===== src/design/led_cmd_port_pkg.sv =====
/*
  Constants, command codes, mode codes, register offsets and the state type
  of the four-wire command port of an LED matrix controller.
  Assumes a single 100 MHz core clock and a synchronous active-low reset.
*/
// Notes on behaviour
// - A transaction opens with a 3-bit ID: 110 read, 101 write or RMW, 100 command.
// - Mode ID comes first; further commands in one select period skip the 100 ID.
// - Select high drops the current mode; after select low a new ID is needed.
// - Select high disables and re-initialises the serial logic.
// - In read mode RAM bits go out on the data line at read strobe falls.
// - Mode ID, address, data and command bits are taken at write strobe rises.
// - Data transfer: seven address bits A6 first, then data D0 up to D3.
// - Successive access wraps the RAM pointer from the last location to zero.
// - RMW outputs the addressed nibble, then takes a new nibble for it.
// - Code 0000-0000 stops oscillator and duty generator; 0000-0001 starts oscillator.
// - Code 0000-0010 disables the duty generator; 0000-0011 enables it.
// - Codes 0000-10bb: blink off, fast, medium or slow whole-display flashing.
// - Code 0001-0xxx: slave, clock and sync both taken in from their pins.
// - Code 0001-101x: internal oscillator, clock and sync driven out.
// - Code 0001-110x: external clock in, sync pin held high.
// - Code 0001-111x: external clock in, sync driven out.
// - Code 0010-axxx: common drive type, a=0 N-channel, a=1 P-channel.
// - Don't-care bits, including the ninth command bit, are ignored.
// - RAM pointer increments after each four-bit nibble.
// - After reset the oscillator and duty generator are stopped.
package led_cmd_port_pkg;

  // Mode IDs
  localparam logic [2:0] ID_READ  = 3'h6;
  localparam logic [2:0] ID_WRITE = 3'h5;
  localparam logic [2:0] ID_CMD   = 3'h4;

  // Field lengths, counted from zero
  localparam logic [3:0] ID_LAST   = 4'h2;
  localparam logic [3:0] ADDR_LAST = 4'h6;
  localparam logic [3:0] NIB_LAST  = 4'h3;
  localparam logic [3:0] CMD_LAST  = 4'h8;

  // Display RAM
  localparam int         RAM_DEPTH = 88;
  localparam logic [6:0] RAM_LAST  = 7'h57;
  localparam logic [6:0] RAM_FIRST = 7'h00;

  // Command prefixes, matched against the first eight command bits
  localparam logic [6:0] CMD_SYS_HI   = 7'h00;
  localparam logic [6:0] CMD_LED_HI   = 7'h01;
  localparam logic [5:0] CMD_BLINK_HI = 6'h02;
  localparam logic [3:0] CMD_CLK_HI   = 4'h1;
  localparam logic [3:0] CMD_COM_HI   = 4'h2;
  localparam logic [2:0] CMD_PWM_HI   = 3'h5;

  // Clock source modes; bit 2 marks master, bit 1 external clock, bit 0 cascade
  localparam logic [2:0] MODE_SLAVE       = 3'h0;
  localparam logic [2:0] MODE_INT_SINGLE  = 3'h4;
  localparam logic [2:0] MODE_INT_CASCADE = 3'h5;
  localparam logic [2:0] MODE_EXT_SINGLE  = 3'h6;
  localparam logic [2:0] MODE_EXT_CASCADE = 3'h7;
  localparam int         MODE_MASTER_BIT  = 2;
  localparam int         MODE_EXT_BIT     = 1;
  localparam int         MODE_CASC_BIT    = 0;

  // Blink selections
  localparam logic [1:0] BLINK_OFF    = 2'h0;
  localparam logic [1:0] BLINK_FAST   = 2'h1;
  localparam logic [1:0] BLINK_MEDIUM = 2'h2;
  localparam logic [1:0] BLINK_SLOW   = 2'h3;

  // Reset values
  localparam logic [3:0] PWM_DEFAULT   = 4'hf;
  localparam logic [2:0] MODE_DEFAULT  = MODE_INT_SINGLE;
  localparam logic       COM_DEFAULT   = 1'b0;
  localparam logic [3:0] PIN_IDLE      = 4'he;

  // Synchroniser lanes
  localparam int PIN_SEL = 3;
  localparam int PIN_WR  = 2;
  localparam int PIN_RD  = 1;
  localparam int PIN_DAT = 0;

  // Register offsets, byte addresses
  localparam logic [3:0] REG_CTRL     = 4'h0;
  localparam logic [3:0] REG_STATUS   = 4'h4;
  localparam logic [3:0] REG_RAM_IDX  = 4'h8;
  localparam logic [3:0] REG_RAM_DATA = 4'hc;
  localparam int         CTRL_RMW_BIT = 0;

  typedef enum logic [6:0] {
    ST_ID    = 7'h01,
    ST_ADDR  = 7'h02,
    ST_WRITE = 7'h04,
    ST_READ  = 7'h08,
    ST_RMW   = 7'h10,
    ST_CMD   = 7'h20,
    ST_DEAD  = 7'h40
  } state_t;

endpackage


===== src/design/led_cmd_port.sv =====
/*
  Four-wire serial command port and command decoder of an LED matrix
  controller, with the 88x4 display RAM and a small register port.
  Assumes select, strobes and data come from another clock domain and that
  the host holds data steady for several core cycles around each strobe rise.
*/
`timescale 1ns/1ps
`default_nettype none

module led_cmd_port (
  input  wire logic        i_clk,
  input  wire logic        i_rst_n,
  input  wire logic        i_serial_select_n,
  input  wire logic        i_write_strobe_n,
  input  wire logic        i_read_strobe_n,
  input  wire logic        i_data,
  output logic             o_data,
  output logic             o_data_oe_n,
  output logic             o_osc_enable,
  output logic             o_duty_enable,
  output logic [1:0]       o_blink_sel,
  output logic [2:0]       o_clock_mode,
  output logic             o_ext_clock_sel,
  output logic             o_osc_pin_oe_n,
  output logic             o_osc_pin_hold_low,
  output logic             o_sync_pin_oe_n,
  output logic             o_sync_pin_hold_high,
  output logic             o_com_pmos,
  output logic [3:0]       o_pwm_duty,
  input  wire logic [3:0]  i_reg_addr,
  input  wire logic [31:0] i_reg_wdata,
  input  wire logic        i_reg_wr,
  input  wire logic        i_reg_rd,
  output logic [31:0]      o_reg_rdata
);

  //////////////////////////////////////////////////////////////////////////////
  // Pin synchronisers: a change counts once the second and third stages agree

  logic [3:0] pins_w;
  logic [3:0] s1_r;
  logic [3:0] s2_r;
  logic [3:0] s3_r;
  logic [3:0] lvl_r;
  logic [3:0] rise_w;
  logic [3:0] fall_w;

  assign pins_w = {i_serial_select_n, i_write_strobe_n, i_read_strobe_n, i_data};

  genvar g;
  generate
    for (g = 0; g < 4; g++) begin : g_sync
      logic agree_w;
      assign agree_w   = (s2_r[g] == s3_r[g]);
      assign rise_w[g] = agree_w & s3_r[g] & ~lvl_r[g];
      assign fall_w[g] = agree_w & ~s3_r[g] & lvl_r[g];
      always_ff @(posedge i_clk) begin
        if (!i_rst_n) begin
          s1_r[g]  <= led_cmd_port_pkg::PIN_IDLE[g];
          s2_r[g]  <= led_cmd_port_pkg::PIN_IDLE[g];
          s3_r[g]  <= led_cmd_port_pkg::PIN_IDLE[g];
          lvl_r[g] <= led_cmd_port_pkg::PIN_IDLE[g];
        end else begin
          s1_r[g] <= pins_w[g];
          s2_r[g] <= s1_r[g];
          s3_r[g] <= s2_r[g];
          if (agree_w) begin
            lvl_r[g] <= s3_r[g];
          end
        end
      end
    end
  endgenerate

  logic sel_high_w;
  logic wr_rise_w;
  logic wr_fall_w;
  logic rd_fall_w;
  logic din_w;

  // Data settles well before its strobe, so its filtered level is current
  assign sel_high_w = lvl_r[led_cmd_port_pkg::PIN_SEL];
  assign wr_rise_w  = rise_w[led_cmd_port_pkg::PIN_WR] & ~sel_high_w;
  assign wr_fall_w  = fall_w[led_cmd_port_pkg::PIN_WR] & ~sel_high_w;
  assign rd_fall_w  = fall_w[led_cmd_port_pkg::PIN_RD] & ~sel_high_w;
  assign din_w      = lvl_r[led_cmd_port_pkg::PIN_DAT];

  //////////////////////////////////////////////////////////////////////////////
  // Serial state, RAM and decoding

  led_cmd_port_pkg::state_t st_r;
  led_cmd_port_pkg::state_t tgt_r;
  logic [3:0] cnt_r;
  logic [7:0] sh_r;
  logic [6:0] ptr_r;
  logic [1:0] rd_bit_r;
  logic [2:0] nib_r;
  logic       rmw_sel_r;
  logic       data_r;
  logic       data_oe_n_r;
  logic [3:0] ram [led_cmd_port_pkg::RAM_DEPTH];

  logic       osc_en_r;
  logic       duty_en_r;
  logic [1:0] blink_r;
  logic [2:0] mode_r;
  logic       com_r;
  logic [3:0] pwm_r;

  logic [2:0] id_full_w;
  logic [6:0] addr_full_w;
  logic [7:0] cmd_w;
  logic       ptr_ok_w;
  logic [6:0] ptr_inc_w;
  logic [3:0] ram_rd_w;
  logic       id_done_w;
  logic       addr_done_w;
  logic       nib_done_w;
  logic       cmd_fire_w;
  logic       ram_we_w;
  logic       rd_shift_w;

  function automatic logic [6:0] next_ptr(input logic [6:0] p);
    next_ptr = (p >= led_cmd_port_pkg::RAM_LAST) ? led_cmd_port_pkg::RAM_FIRST : 7'(p + 7'h01);
  endfunction

  assign id_full_w   = {sh_r[1:0], din_w};
  assign addr_full_w = {sh_r[5:0], din_w};
  assign cmd_w       = sh_r;
  assign ptr_ok_w    = (ptr_r <= led_cmd_port_pkg::RAM_LAST);
  assign ptr_inc_w   = next_ptr(ptr_r);
  assign ram_rd_w    = ptr_ok_w ? ram[ptr_r] : 4'h0;
  assign id_done_w   = wr_rise_w && (st_r == led_cmd_port_pkg::ST_ID) && (cnt_r == led_cmd_port_pkg::ID_LAST);
  assign addr_done_w = wr_rise_w && (st_r == led_cmd_port_pkg::ST_ADDR) && (cnt_r == led_cmd_port_pkg::ADDR_LAST);
  assign nib_done_w  = wr_rise_w && ((st_r == led_cmd_port_pkg::ST_WRITE) || (st_r == led_cmd_port_pkg::ST_RMW))
                       && (cnt_r == led_cmd_port_pkg::NIB_LAST);
  assign cmd_fire_w  = wr_rise_w && (st_r == led_cmd_port_pkg::ST_CMD) && (cnt_r == led_cmd_port_pkg::CMD_LAST);
  assign ram_we_w    = nib_done_w && ptr_ok_w;
  assign rd_shift_w  = rd_fall_w && ((st_r == led_cmd_port_pkg::ST_READ) || (st_r == led_cmd_port_pkg::ST_RMW));

  // Target after the address; 101 means write or RMW as software selects
  led_cmd_port_pkg::state_t id_tgt_w;
  assign id_tgt_w = (id_full_w == led_cmd_port_pkg::ID_READ)  ? led_cmd_port_pkg::ST_READ :
                    (rmw_sel_r) ? led_cmd_port_pkg::ST_RMW : led_cmd_port_pkg::ST_WRITE;

  always_ff @(posedge i_clk) begin
    if (ram_we_w) begin
      ram[ptr_r] <= {din_w, nib_r};
    end
  end

  always_ff @(posedge i_clk) begin
    if (!i_rst_n) begin
      st_r        <= led_cmd_port_pkg::ST_ID;
      tgt_r       <= led_cmd_port_pkg::ST_WRITE;
      cnt_r       <= 4'h0;
      sh_r        <= 8'h00;
      ptr_r       <= 7'h00;
      rd_bit_r    <= 2'h0;
      nib_r       <= 3'h0;
      data_r      <= 1'b0;
      data_oe_n_r <= 1'b1;
    end else if (sel_high_w) begin
      st_r        <= led_cmd_port_pkg::ST_ID;
      cnt_r       <= 4'h0;
      rd_bit_r    <= 2'h0;
      data_oe_n_r <= 1'b1;
    end else begin
      if (wr_rise_w) begin
        case (st_r)
          led_cmd_port_pkg::ST_ID: begin
            sh_r  <= {sh_r[6:0], din_w};
            cnt_r <= 4'(cnt_r + 4'h1);
            if (id_done_w) begin
              cnt_r <= 4'h0;
              if (id_full_w == led_cmd_port_pkg::ID_CMD) begin
                st_r <= led_cmd_port_pkg::ST_CMD;
              end else if ((id_full_w == led_cmd_port_pkg::ID_READ) ||
                           (id_full_w == led_cmd_port_pkg::ID_WRITE)) begin
                st_r  <= led_cmd_port_pkg::ST_ADDR;
                tgt_r <= id_tgt_w;
              end else begin
                st_r <= led_cmd_port_pkg::ST_DEAD;
              end
            end
          end
          led_cmd_port_pkg::ST_ADDR: begin
            sh_r  <= {sh_r[6:0], din_w};
            cnt_r <= 4'(cnt_r + 4'h1);
            if (addr_done_w) begin
              ptr_r <= addr_full_w;
              cnt_r <= 4'h0;
              st_r  <= tgt_r;
            end
          end
          led_cmd_port_pkg::ST_WRITE, led_cmd_port_pkg::ST_RMW: begin
            nib_r             <= {din_w, nib_r[2:1]};
            cnt_r             <= 4'(cnt_r + 4'h1);
            if (nib_done_w) begin
              cnt_r <= 4'h0;
              ptr_r <= ptr_inc_w;
            end
          end
          led_cmd_port_pkg::ST_CMD: begin
            if (cnt_r != led_cmd_port_pkg::CMD_LAST) begin
              sh_r <= {sh_r[6:0], din_w};
            end
            // Stay in command mode for back-to-back commands
            cnt_r <= cmd_fire_w ? 4'h0 : 4'(cnt_r + 4'h1);
          end
          default: begin
            cnt_r <= cnt_r;
          end
        endcase
      end
      if (rd_shift_w) begin
        data_r      <= ram_rd_w[rd_bit_r];
        data_oe_n_r <= 1'b0;
        rd_bit_r    <= 2'(rd_bit_r + 2'h1);
        if ((st_r == led_cmd_port_pkg::ST_READ) && (rd_bit_r == 2'h3)) begin
          ptr_r <= ptr_inc_w;
        end
      end
      // In RMW the host takes the line back for the replacement nibble
      if (wr_fall_w && (st_r == led_cmd_port_pkg::ST_RMW)) begin
        data_oe_n_r <= 1'b1;
      end
    end
  end

  //////////////////////////////////////////////////////////////////////////////
  // Command execution

  logic is_sys_w;
  logic is_led_w;
  logic is_blink_w;
  logic is_clk_w;
  logic is_com_w;
  logic is_pwm_w;
  logic [2:0] mode_w;

  assign is_sys_w   = cmd_fire_w && (cmd_w[7:1] == led_cmd_port_pkg::CMD_SYS_HI);
  assign is_led_w   = cmd_fire_w && (cmd_w[7:1] == led_cmd_port_pkg::CMD_LED_HI);
  assign is_blink_w = cmd_fire_w && (cmd_w[7:2] == led_cmd_port_pkg::CMD_BLINK_HI);
  assign is_clk_w   = cmd_fire_w && (cmd_w[7:4] == led_cmd_port_pkg::CMD_CLK_HI);
  assign is_com_w   = cmd_fire_w && (cmd_w[7:4] == led_cmd_port_pkg::CMD_COM_HI);
  assign is_pwm_w   = cmd_fire_w && (cmd_w[7:5] == led_cmd_port_pkg::CMD_PWM_HI);
  assign mode_w     = cmd_w[3] ? {1'b1, cmd_w[2:1]} : led_cmd_port_pkg::MODE_SLAVE;

  always_ff @(posedge i_clk) begin
    if (!i_rst_n) begin
      osc_en_r  <= 1'b0;
      duty_en_r <= 1'b0;
      blink_r   <= led_cmd_port_pkg::BLINK_OFF;
      mode_r    <= led_cmd_port_pkg::MODE_DEFAULT;
      com_r     <= led_cmd_port_pkg::COM_DEFAULT;
      pwm_r     <= led_cmd_port_pkg::PWM_DEFAULT;
    end else begin
      if (is_sys_w) begin
        osc_en_r <= cmd_w[0];
        if (!cmd_w[0]) begin
          duty_en_r <= 1'b0;
        end
      end
      if (is_led_w) begin
        duty_en_r <= cmd_w[0];
      end
      if (is_blink_w) begin
        blink_r <= cmd_w[1:0];
      end
      if (is_clk_w) begin
        mode_r <= mode_w;
      end
      if (is_com_w) begin
        com_r <= cmd_w[3];
      end
      if (is_pwm_w) begin
        pwm_r <= cmd_w[3:0];
      end
    end
  end

  // Clock and sync pin control, registered so every output leaves a flop
  logic master_w;
  logic ext_w;
  logic casc_w;
  assign master_w = mode_r[led_cmd_port_pkg::MODE_MASTER_BIT];
  assign ext_w    = mode_r[led_cmd_port_pkg::MODE_EXT_BIT];
  assign casc_w   = mode_r[led_cmd_port_pkg::MODE_CASC_BIT];

  logic ext_sel_r;
  logic osc_oe_n_r;
  logic osc_low_r;
  logic sync_oe_n_r;
  logic sync_high_r;

  always_ff @(posedge i_clk) begin
    if (!i_rst_n) begin
      ext_sel_r   <= 1'b0;
      osc_oe_n_r  <= 1'b0;
      osc_low_r   <= 1'b1;
      sync_oe_n_r <= 1'b0;
      sync_high_r <= 1'b1;
    end else begin
      ext_sel_r   <= ~master_w | ext_w;
      osc_oe_n_r  <= ~(master_w & ~ext_w);
      osc_low_r   <= master_w & ~ext_w & ~casc_w;
      sync_oe_n_r <= ~master_w;
      sync_high_r <= master_w & ~casc_w;
    end
  end

  //////////////////////////////////////////////////////////////////////////////
  // Register port: data stands in the cycle after the read strobe

  logic [6:0]  ram_idx_r;
  logic [31:0] rdata_r;
  logic [31:0] status_w;
  logic [31:0] rsel_w;
  logic [3:0]  idx_data_w;

  assign idx_data_w = (ram_idx_r <= led_cmd_port_pkg::RAM_LAST) ? ram[ram_idx_r] : 4'h0;
  assign status_w   = {6'h00, st_r, ptr_r, pwm_r, com_r, mode_r, blink_r, duty_en_r, osc_en_r};
  assign rsel_w     = (i_reg_addr == led_cmd_port_pkg::REG_CTRL)     ? {31'h0, rmw_sel_r} :
                      (i_reg_addr == led_cmd_port_pkg::REG_STATUS)   ? status_w :
                      (i_reg_addr == led_cmd_port_pkg::REG_RAM_IDX)  ? {25'h0, ram_idx_r} :
                      (i_reg_addr == led_cmd_port_pkg::REG_RAM_DATA) ? {28'h0, idx_data_w} : 32'h0;

  always_ff @(posedge i_clk) begin
    if (!i_rst_n) begin
      rmw_sel_r <= 1'b0;
      ram_idx_r <= 7'h00;
      rdata_r   <= 32'h0;
    end else begin
      rdata_r <= i_reg_rd ? rsel_w : 32'h0;
      if (i_reg_wr && (i_reg_addr == led_cmd_port_pkg::REG_CTRL)) begin
        rmw_sel_r <= i_reg_wdata[led_cmd_port_pkg::CTRL_RMW_BIT];
      end
      if (i_reg_wr && (i_reg_addr == led_cmd_port_pkg::REG_RAM_IDX)) begin
        ram_idx_r <= i_reg_wdata[6:0];
      end
    end
  end

  assign o_data               = data_r;
  assign o_data_oe_n          = data_oe_n_r;
  assign o_osc_enable         = osc_en_r;
  assign o_duty_enable        = duty_en_r;
  assign o_blink_sel          = blink_r;
  assign o_clock_mode         = mode_r;
  assign o_ext_clock_sel      = ext_sel_r;
  assign o_osc_pin_oe_n       = osc_oe_n_r;
  assign o_osc_pin_hold_low   = osc_low_r;
  assign o_sync_pin_oe_n      = sync_oe_n_r;
  assign o_sync_pin_hold_high = sync_high_r;
  assign o_com_pmos           = com_r;
  assign o_pwm_duty           = pwm_r;
  assign o_reg_rdata          = rdata_r;

  //////////////////////////////////////////////////////////////////////////////
  // Assertions

  sel_reset_a: assert property (@(posedge i_clk) disable iff (!i_rst_n)
    sel_high_w |=> (st_r == led_cmd_port_pkg::ST_ID) && (cnt_r == 4'h0))
    else $error("select high did not reset the serial state");

  sel_release_a: assert property (@(posedge i_clk) disable iff (!i_rst_n)
    sel_high_w |=> o_data_oe_n)
    else $error("data line still driven with select high");

  cmd_entry_a: assert property (@(posedge i_clk) disable iff (!i_rst_n)
    (id_done_w && !sel_high_w && (id_full_w == led_cmd_port_pkg::ID_CMD)) |=> (st_r == led_cmd_port_pkg::ST_CMD))
    else $error("command ID did not enter command mode");

  cmd_repeat_a: assert property (@(posedge i_clk) disable iff (!i_rst_n)
    (cmd_fire_w && !sel_high_w) |=> (st_r == led_cmd_port_pkg::ST_CMD) && (cnt_r == 4'h0))
    else $error("command mode not kept for the next command");

  read_drive_a: assert property (@(posedge i_clk) disable iff (!i_rst_n)
    (rd_shift_w && !sel_high_w) |=> !o_data_oe_n && (o_data == $past(ram_rd_w[rd_bit_r])))
    else $error("read bit not driven after read strobe fall");

  ptr_step_a: assert property (@(posedge i_clk) disable iff (!i_rst_n)
    (nib_done_w && !sel_high_w && (ptr_r < led_cmd_port_pkg::RAM_LAST)) |=> (ptr_r == 7'($past(ptr_r) + 7'h01)))
    else $error("pointer did not step after a nibble");

  ptr_wrap_a: assert property (@(posedge i_clk) disable iff (!i_rst_n)
    (nib_done_w && !sel_high_w && (ptr_r == led_cmd_port_pkg::RAM_LAST)) |=> (ptr_r == led_cmd_port_pkg::RAM_FIRST))
    else $error("pointer did not wrap to zero");

  sys_off_a: assert property (@(posedge i_clk) disable iff (!i_rst_n)
    (is_sys_w && !sel_high_w && !cmd_w[0]) |=> !o_osc_enable && !o_duty_enable)
    else $error("system disable left oscillator or duty running");

  duty_cmd_a: assert property (@(posedge i_clk) disable iff (!i_rst_n)
    (is_led_w && !sel_high_w) |=> (o_duty_enable == $past(cmd_w[0])))
    else $error("duty generator command not applied");

  blink_cmd_a: assert property (@(posedge i_clk) disable iff (!i_rst_n)
    (is_blink_w && !sel_high_w) |=> (o_blink_sel == $past(cmd_w[1:0])))
    else $error("blink command not applied");

  pwm_cmd_a: assert property (@(posedge i_clk) disable iff (!i_rst_n)
    (is_pwm_w && !sel_high_w) |=> (o_pwm_duty == $past(cmd_w[3:0])))
    else $error("duty step command not applied");

  single_pins_a: assert property (@(posedge i_clk) disable iff (!i_rst_n)
    (mode_r == led_cmd_port_pkg::MODE_INT_SINGLE) ##1 (mode_r == led_cmd_port_pkg::MODE_INT_SINGLE)
    |-> !o_osc_pin_oe_n && o_osc_pin_hold_low && !o_sync_pin_oe_n && o_sync_pin_hold_high)
    else $error("single-chip master pins wrong");

  slave_pins_a: assert property (@(posedge i_clk) disable iff (!i_rst_n)
    (mode_r == led_cmd_port_pkg::MODE_SLAVE) ##1 (mode_r == led_cmd_port_pkg::MODE_SLAVE)
    |-> o_osc_pin_oe_n && o_sync_pin_oe_n && o_ext_clock_sel)
    else $error("slave pins not released as inputs");

endmodule

`default_nettype wire


===== config.mk =====
export PLATFORM = sky130hd
export DESIGN_NAME = led_cmd_port
export DESIGN_NICKNAME = d
export VERILOG_FILES = /design/src/design/led_cmd_port_pkg.sv /design/src/design/led_cmd_port.sv
export SDC_FILE = /design/constraint.sdc
export NUM_CORES = 1
export LEC_CHECK = 0
export BUFFER_PORTS_ARGS = -buffer_cell sky130_fd_sc_hd__buf_2
export CAP_MARGIN = 5
export CORE_MARGIN = 4
export CORE_UTILIZATION = 45
export CTS_BUF_LIST = sky130_fd_sc_hd__clkbuf_8 sky130_fd_sc_hd__clkbuf_16
export CTS_CLUSTER_DIAMETER = 30
export CTS_CLUSTER_SIZE = 14
export DETAILED_ROUTE_END_ITERATION = 12
export SKIP_CTS_REPAIR_TIMING = 1
export SLEW_MARGIN = 20
export SYNTH_ARGS = -nofsm -noshare
export SYNTH_HDL_FRONTEND = slang
export SYNTH_SLANG_ARGS = --single-unit
export TNS_END_PERCENT = 20

===== constraint.sdc =====
create_clock -name i_clk -period 3.21 [get_ports i_clk]
set_input_delay 0.642 -clock i_clk [delete_from_list [all_inputs] [get_ports i_clk]]
set_output_delay 0.642 -clock i_clk [all_outputs]
set_load 0.01 [all_outputs]

; Yosys cells after proc, flatten, opt, wreduce, memory -nomap -nowiden
; Memory sizes are Yosys's and may differ from the RTL's. A register that Yosys moved wholly into a read port is not among the register bits.
; Cells that the tools add are included.
[totals]
reg_bits = 113
mem_bits_rw = 352
out_inout_bits = 51
memories = 1
[memory_table]
columns = memory, words, word_bits, read_ports, rd_clocked_by_memory_dff, write_ports, line_no
row1 = ram, 88, 4, 2, 2, 1, led_cmd_port.sv:101  ; logic [3:0] ram [led_cmd_port_pkg::RAM_DEPTH];
[op_classes]
n_addsub = 3
magnitude_cmp = 4
eq_ne = 31
n_mux = 39
n_bitwise = 24
n_reduce_logical = 43
[op_table]
columns = operator, n
row1 = $mux 7, 15
row2 = $mux 4, 7
row3 = $pmux 7 s2, 2
row4 = $mux 26, 1
row5 = $logic_and 1x1->1, 20
row6 = $pmux 4 s4, 1
row7 = $pmux 8 s2, 1
row8 = $eq 7x1->1 const B, 2
row9 = $le 7x7->1 const B, 2
row10 = $and 1x1->1, 12
row11 = $eq 3x3->1 const B, 4
row12 = $eq 4x2->1 const B, 3
row13 = $eq 4x4->1 const B, 3
row14 = $not 1->1, 11
row15 = $mux 5, 2
row16 = $eq 4x3->1 const B, 2
row17 = $mux 8, 1
row18 = $reduce_and 2->1, 4
row19 = $reduce_and 4->1, 2
row20 = $add 7x1->7 const B, 1
row21 = $eq 7x2->1 const B, 1
row22 = $eq 7x3->1 const B, 1
row23 = $eq 7x4->1 const B, 1
row24 = $eq 7x5->1 const B, 1
row25 = 26 further kinds, 44

; Logic depth before layout (Yosys ltp)
[depth]
ltp_word = 13
mapped_depth = 11
depth_no_buf = 9

; Worst setup path after synthesis
; Ideal clock, no wire load.
[synth_timing]
path_kind = reg2reg
start = register s2_r[2]
end = memory ram[60][0], enable pin
setup_ns = 0.329
arrival_ns = 2.502
path_slack_ns = 0.379
path_stages_with_launch = 9
path_buffers = 1
synth_period_minus_slack_ns = 2.831
path_cell_list = dfxtp_1 -> ha_1 -> or3b_2 -> or4_1 -> or2_1 -> buf_6 -> nor3b_4 -> nand3_4 -> nor2_1
[synth_between]
elab_chain_len = 9
[synth_lines]
columns = item, line_no
row1 = from (decl), led_cmd_port.sv:42  ; logic [3:0] s2_r;
row2 = "from (signal, indexed assignment)", led_cmd_port.sv:60  ; s2_r[g] <= led_cmd_port_pkg::PIN_IDLE[g];
row3 = "from (signal, indexed assignment)", led_cmd_port.sv:65  ; s2_r[g] <= s1_r[g];
row4 = $eq 1x1->1, led_cmd_port.sv:54  ; assign agree_w = (s2_r[g] == s3_r[g]);
row5 = $and 1x1->1 (2 in a row), led_cmd_port.sv:55  ; assign rise_w[g] = agree_w & s3_r[g] & ~lvl_r[g];
row6 = $and 1x1->1, led_cmd_port.sv:83  ; assign wr_rise_w = rise_w[led_cmd_port_pkg::PIN_WR] & ~sel_high_w;
row7 = $logic_and 1x1->1, led_cmd_port.sv:135  ; assign nib_done_w = wr_rise_w && ((st_r == led_cmd_port_pkg::ST_WRITE) || (st_r == led_cmd_port_pkg::ST_RMW))
row8 = $logic_and 1x1->1, led_cmd_port.sv:136  ; && (cnt_r == led_cmd_port_pkg::NIB_LAST);
row9 = $logic_and 1x1->1, led_cmd_port.sv:138  ; assign ram_we_w = nib_done_w && ptr_ok_w;
row10 = $mux 1, led_cmd_port.sv:147  ; if (ram_we_w) begin
row11 = $mux 1 (not written as such), led_cmd_port.sv:148  ; ram[ptr_r] <= {din_w, nib_r};
row12 = to (decl), led_cmd_port.sv:101
; Every way passes these cells.

; Worst setup path in the final report
[layout_timing]
start = register s2_r[2]
end = memory ram[71][2], enable pin
; Same word-level chain as after synthesis.

==> out/qor.txt <==
Clock Skew = 0.0144 ns
class of the tightest hold or removal check = primary input to flip-flop
GRT Resource Usage Total = 0.229
Max Clock Freq = 322 MHz
cell row count = 79
die outline area = 0.0515 sq mm
worst path required time = 3.48 ns
Seq. cell area = 0.0129 sq mm
ANT nets after route = 0
die extent in x = 227 um
diode insertion count for antenna repair = 0
synthesized area per cell = 15.2 sq um
overall power of the completed layout = 16.2 mW
clk_lat worst skew = 0.61 ns
final worst hold slack = 0.217 ns
length of the first detailed-routing pass in iterations = 5
maximum capacitance violations = 0
number of top-level pins = 95
antenna violations before repair = 0
Register-to-Register Path Depth = 7
final cell utilization of the core = 0.566
Critical Path Start Type = flip-flop
detail-routed via count per cell = 6.00
min cycle time layout = 3.10 ns
path type of the worst setup path = flip-flop to flip-flop
share of post-route cells with drive strength above 1 = 0.344
actual slew at the worst max-slew pin = 0.973 ns
total of warnings raised by yosys = 0
initial DRC count = 1,449
Routed wire per std cell = 25.4 um
number of library cell types mapped by synthesis = 74
port buffer count = 63
proportion of synthesized flip-flops having asynchronous set or reset = 0
setup TNS after final layout = 0 ns
depth of the CTS H-tree = 3
setup repair after global routing missed its margin = yes
status = finished, final reports clean
root buffer cell = sky130_fd_sc_hd__clkbuf_16
count of nets after finishing = 1,663
global-route wire length before repair = 87,100 um
Max VDD drop = 0.000366 V
WHS Path Cells = 2
Final Hold Violating Endpoints = 0
cell breakdown of the critical path = ha_1 -> or3b_2 -> or4_1 -> or2_1 -> nor2_1 -> nand3_1 -> nor2_1
most frequently used flop master after synthesis = sky130_fd_sc_hd__edfxtp_1
share of the clock period used by the worst path = 0.966
grt ovf = 0
CORE AREA = 0.0470 sq mm
master of the slowest instance on the critical path = sky130_fd_sc_hd__or3b_2
count of mapped cells out of synthesis = 1,417
Logic pwr share = 0.009
Cell Area, Synth = 0.0216 sq mm
CTS tree = done
relative contribution of the clock network to total power = 0.594
sequential fraction of the synthesis area = 0.598
power density normalized to cell area = 611 mW/mm^2
area of the multi-input gates = 0.00814 sq mm
internal power = 13.0 mW
largest stage delay on the critical path = 0.48 ns
# setup viols final = 0
total half-perimeter wirelength after legalization and detailed placement = 39,000 um
critical path arrival = 3.37 ns
fraction of power spent switching nets = 0.199
placer congestion estimate = 0.871
Initial Utilization = 0.459
clock edge transition at the registers on the reported setup and hold paths = 0.05 ns
commonest non-fill, non-tap cells in the layout = 352 x sky130_fd_sc_hd__edfxtp_1, 190 x sky130_fd_sc_hd__mux4_2, 131 x sky130_fd_sc_hd__nor2_1
routed wire length = 58,300 um
DIE HEIGHT = 227 um
endpoint type of the worst setup path = flip-flop
pin count of the biggest net entering global routing = 90
most prevalent standard cell on the critical path = sky130_fd_sc_hd__nor2_1
leading cell type in the layout, fill and taps excluded = sky130_fd_sc_hd__edfxtp_1
number of clock sinks seen by CTS = 468
cts bufs inserted = 93
maximum buffer depth of the clock tree = 3
static leakage power = 8.98 nW
count of final max-slew check failures = 0
Area Overhead vs Synth = 23.3%
Seq pwr share = 0.398
post-route DRC violation count = 0
highest net fanout along the worst path = 8
Switching Power = 3.23 mW
post-synthesis register bit count = 468
number of enable-type register cells in the synthesized netlist = 352
Relative slew margins = 0.351
via count of the first global-routing pass = 13,800
Vias = 13,800
FILL cells = 3,649
-- cells by family (layout without fill, tap and decap cells) --
| logic type | after synthesis | after routing | share of synthesized area |
|---|---|---|---|
| AO/OA/AOI/OAI | 154 | 154 | 0.0471 |
| multiplexers | 246 | 246 | 0.225 |
| buffers and inverters | 124 | 392 | 0.0262 |
| other | 1 | 6 | 0.000174 |
| XOR/XNOR | 6 | 6 | 0.00244 |
| adder cells (fa/ha/maj) | 8 | 8 | 0.00464 |
| flip-flops | 468 | 468 | 0.598 |
| AND/OR/NAND/NOR | 410 | 410 | 0.0970 |
-- power groups by stage --
stage	registers [mW]	logic, mW	clock network [mW]
finish	6.46	0.141	9.64
global route	6.45	0.152	10.1
CTS	6.46	0.141	9.78
detailed placement	6.57	0.140	0
global placement	6.57	0.140	0
floorplan	6.56	0.0976	0
-- final timing paths --
check,start,endpoint,slack (ns)
max,s2_r[2],ram[71][2],0.11
min,i_read_strobe_n,s1_r[1],0.22
max reg2reg,s2_r[2],ram[71][2],0.11
min reg2reg,s1_r[3],s2_r[3],0.41
-- synth_stat cells (6+ instances only) --
cell                       number  area share
sky130_fd_sc_hd__a21oi_1       29      0.0067
sky130_fd_sc_hd__o21ai_0       36      0.0084
sky130_fd_sc_hd__buf_1         10      0.0017
sky130_fd_sc_hd__buf_2         23      0.0053
sky130_fd_sc_hd__a22oi_1       17      0.0059
sky130_fd_sc_hd__a21boi_0      20      0.0070
sky130_fd_sc_hd__and2_1        26      0.0075
sky130_fd_sc_hd__or4_1          8      0.0028
sky130_fd_sc_hd__edfxtp_1     352        0.49
sky130_fd_sc_hd__nand2b_1      20      0.0058
sky130_fd_sc_hd__mux2i_1       53       0.025
sky130_fd_sc_hd__nand2_1       81       0.014
sky130_fd_sc_hd__nor4_1         6      0.0017
sky130_fd_sc_hd__clkbuf_1      59       0.010
sky130_fd_sc_hd__ha_1           8      0.0046
sky130_fd_sc_hd__nand3_1       42      0.0097
sky130_fd_sc_hd__inv_1         16      0.0028
sky130_fd_sc_hd__dfxtp_1      116        0.11
sky130_fd_sc_hd__a31oi_1        7      0.0020
sky130_fd_sc_hd__o211ai_1       7      0.0024
sky130_fd_sc_hd__mux4_2       190        0.20
sky130_fd_sc_hd__nor3_1        15      0.0035
sky130_fd_sc_hd__nor2b_1       28      0.0081
sky130_fd_sc_hd__buf_4         13      0.0045
sky130_fd_sc_hd__nor2_1       135       0.023
-- final cells by class --
class / count / area share
repair buffers: 202 / 0.0563
multi-input cells: 830 / 0.306
clock buffers: 105 / 0.0963
well taps: 607 / 0.0286
clock inverters: 69 / 0.0248
inverters: 16 / 0.00226
flip-flops and latches: 468 / 0.486
-- layer usage --
metal / vias to the layer above / global-route usage / wire [um]
met5: - / 0 / 0
met4: 0 / 0.0799 / 1660
met3: 103 / 0.0519 / 4560
met2: 608 / 0.360 / 27400
met1: 7064 / 0.320 / 24700
li1: 6000 / - / -
-- metrics by stage --
stage	cell area [sq um]	std cells	setup slack, ns
detailed placement	23400	2123	0.149
floorplan	21600	1422	0.379
global placement	23400	2123	0.176
finish	26600	2297	0.108
global route	26600	2297	-0.0192
CTS	26600	2297	0.0932
-- sequential cells by signal (all words and copies together), names as in the netlist, 7 cells and up, named ones only --
register and count:
ram 352, o_reg_rdata 26, st_r 7, cmd_w 8, ram_idx_r 7, ptr_r 7
-- critical path, delay by kind of cell (launching register included) --
family,cells,cell delay (ns)
AND/OR/NAND/NOR,6,2.27
flip-flops,1,0.33
adder cells (fa/ha/maj),1,0.16
No activity file was read; power rests on OpenSTA's default activity.
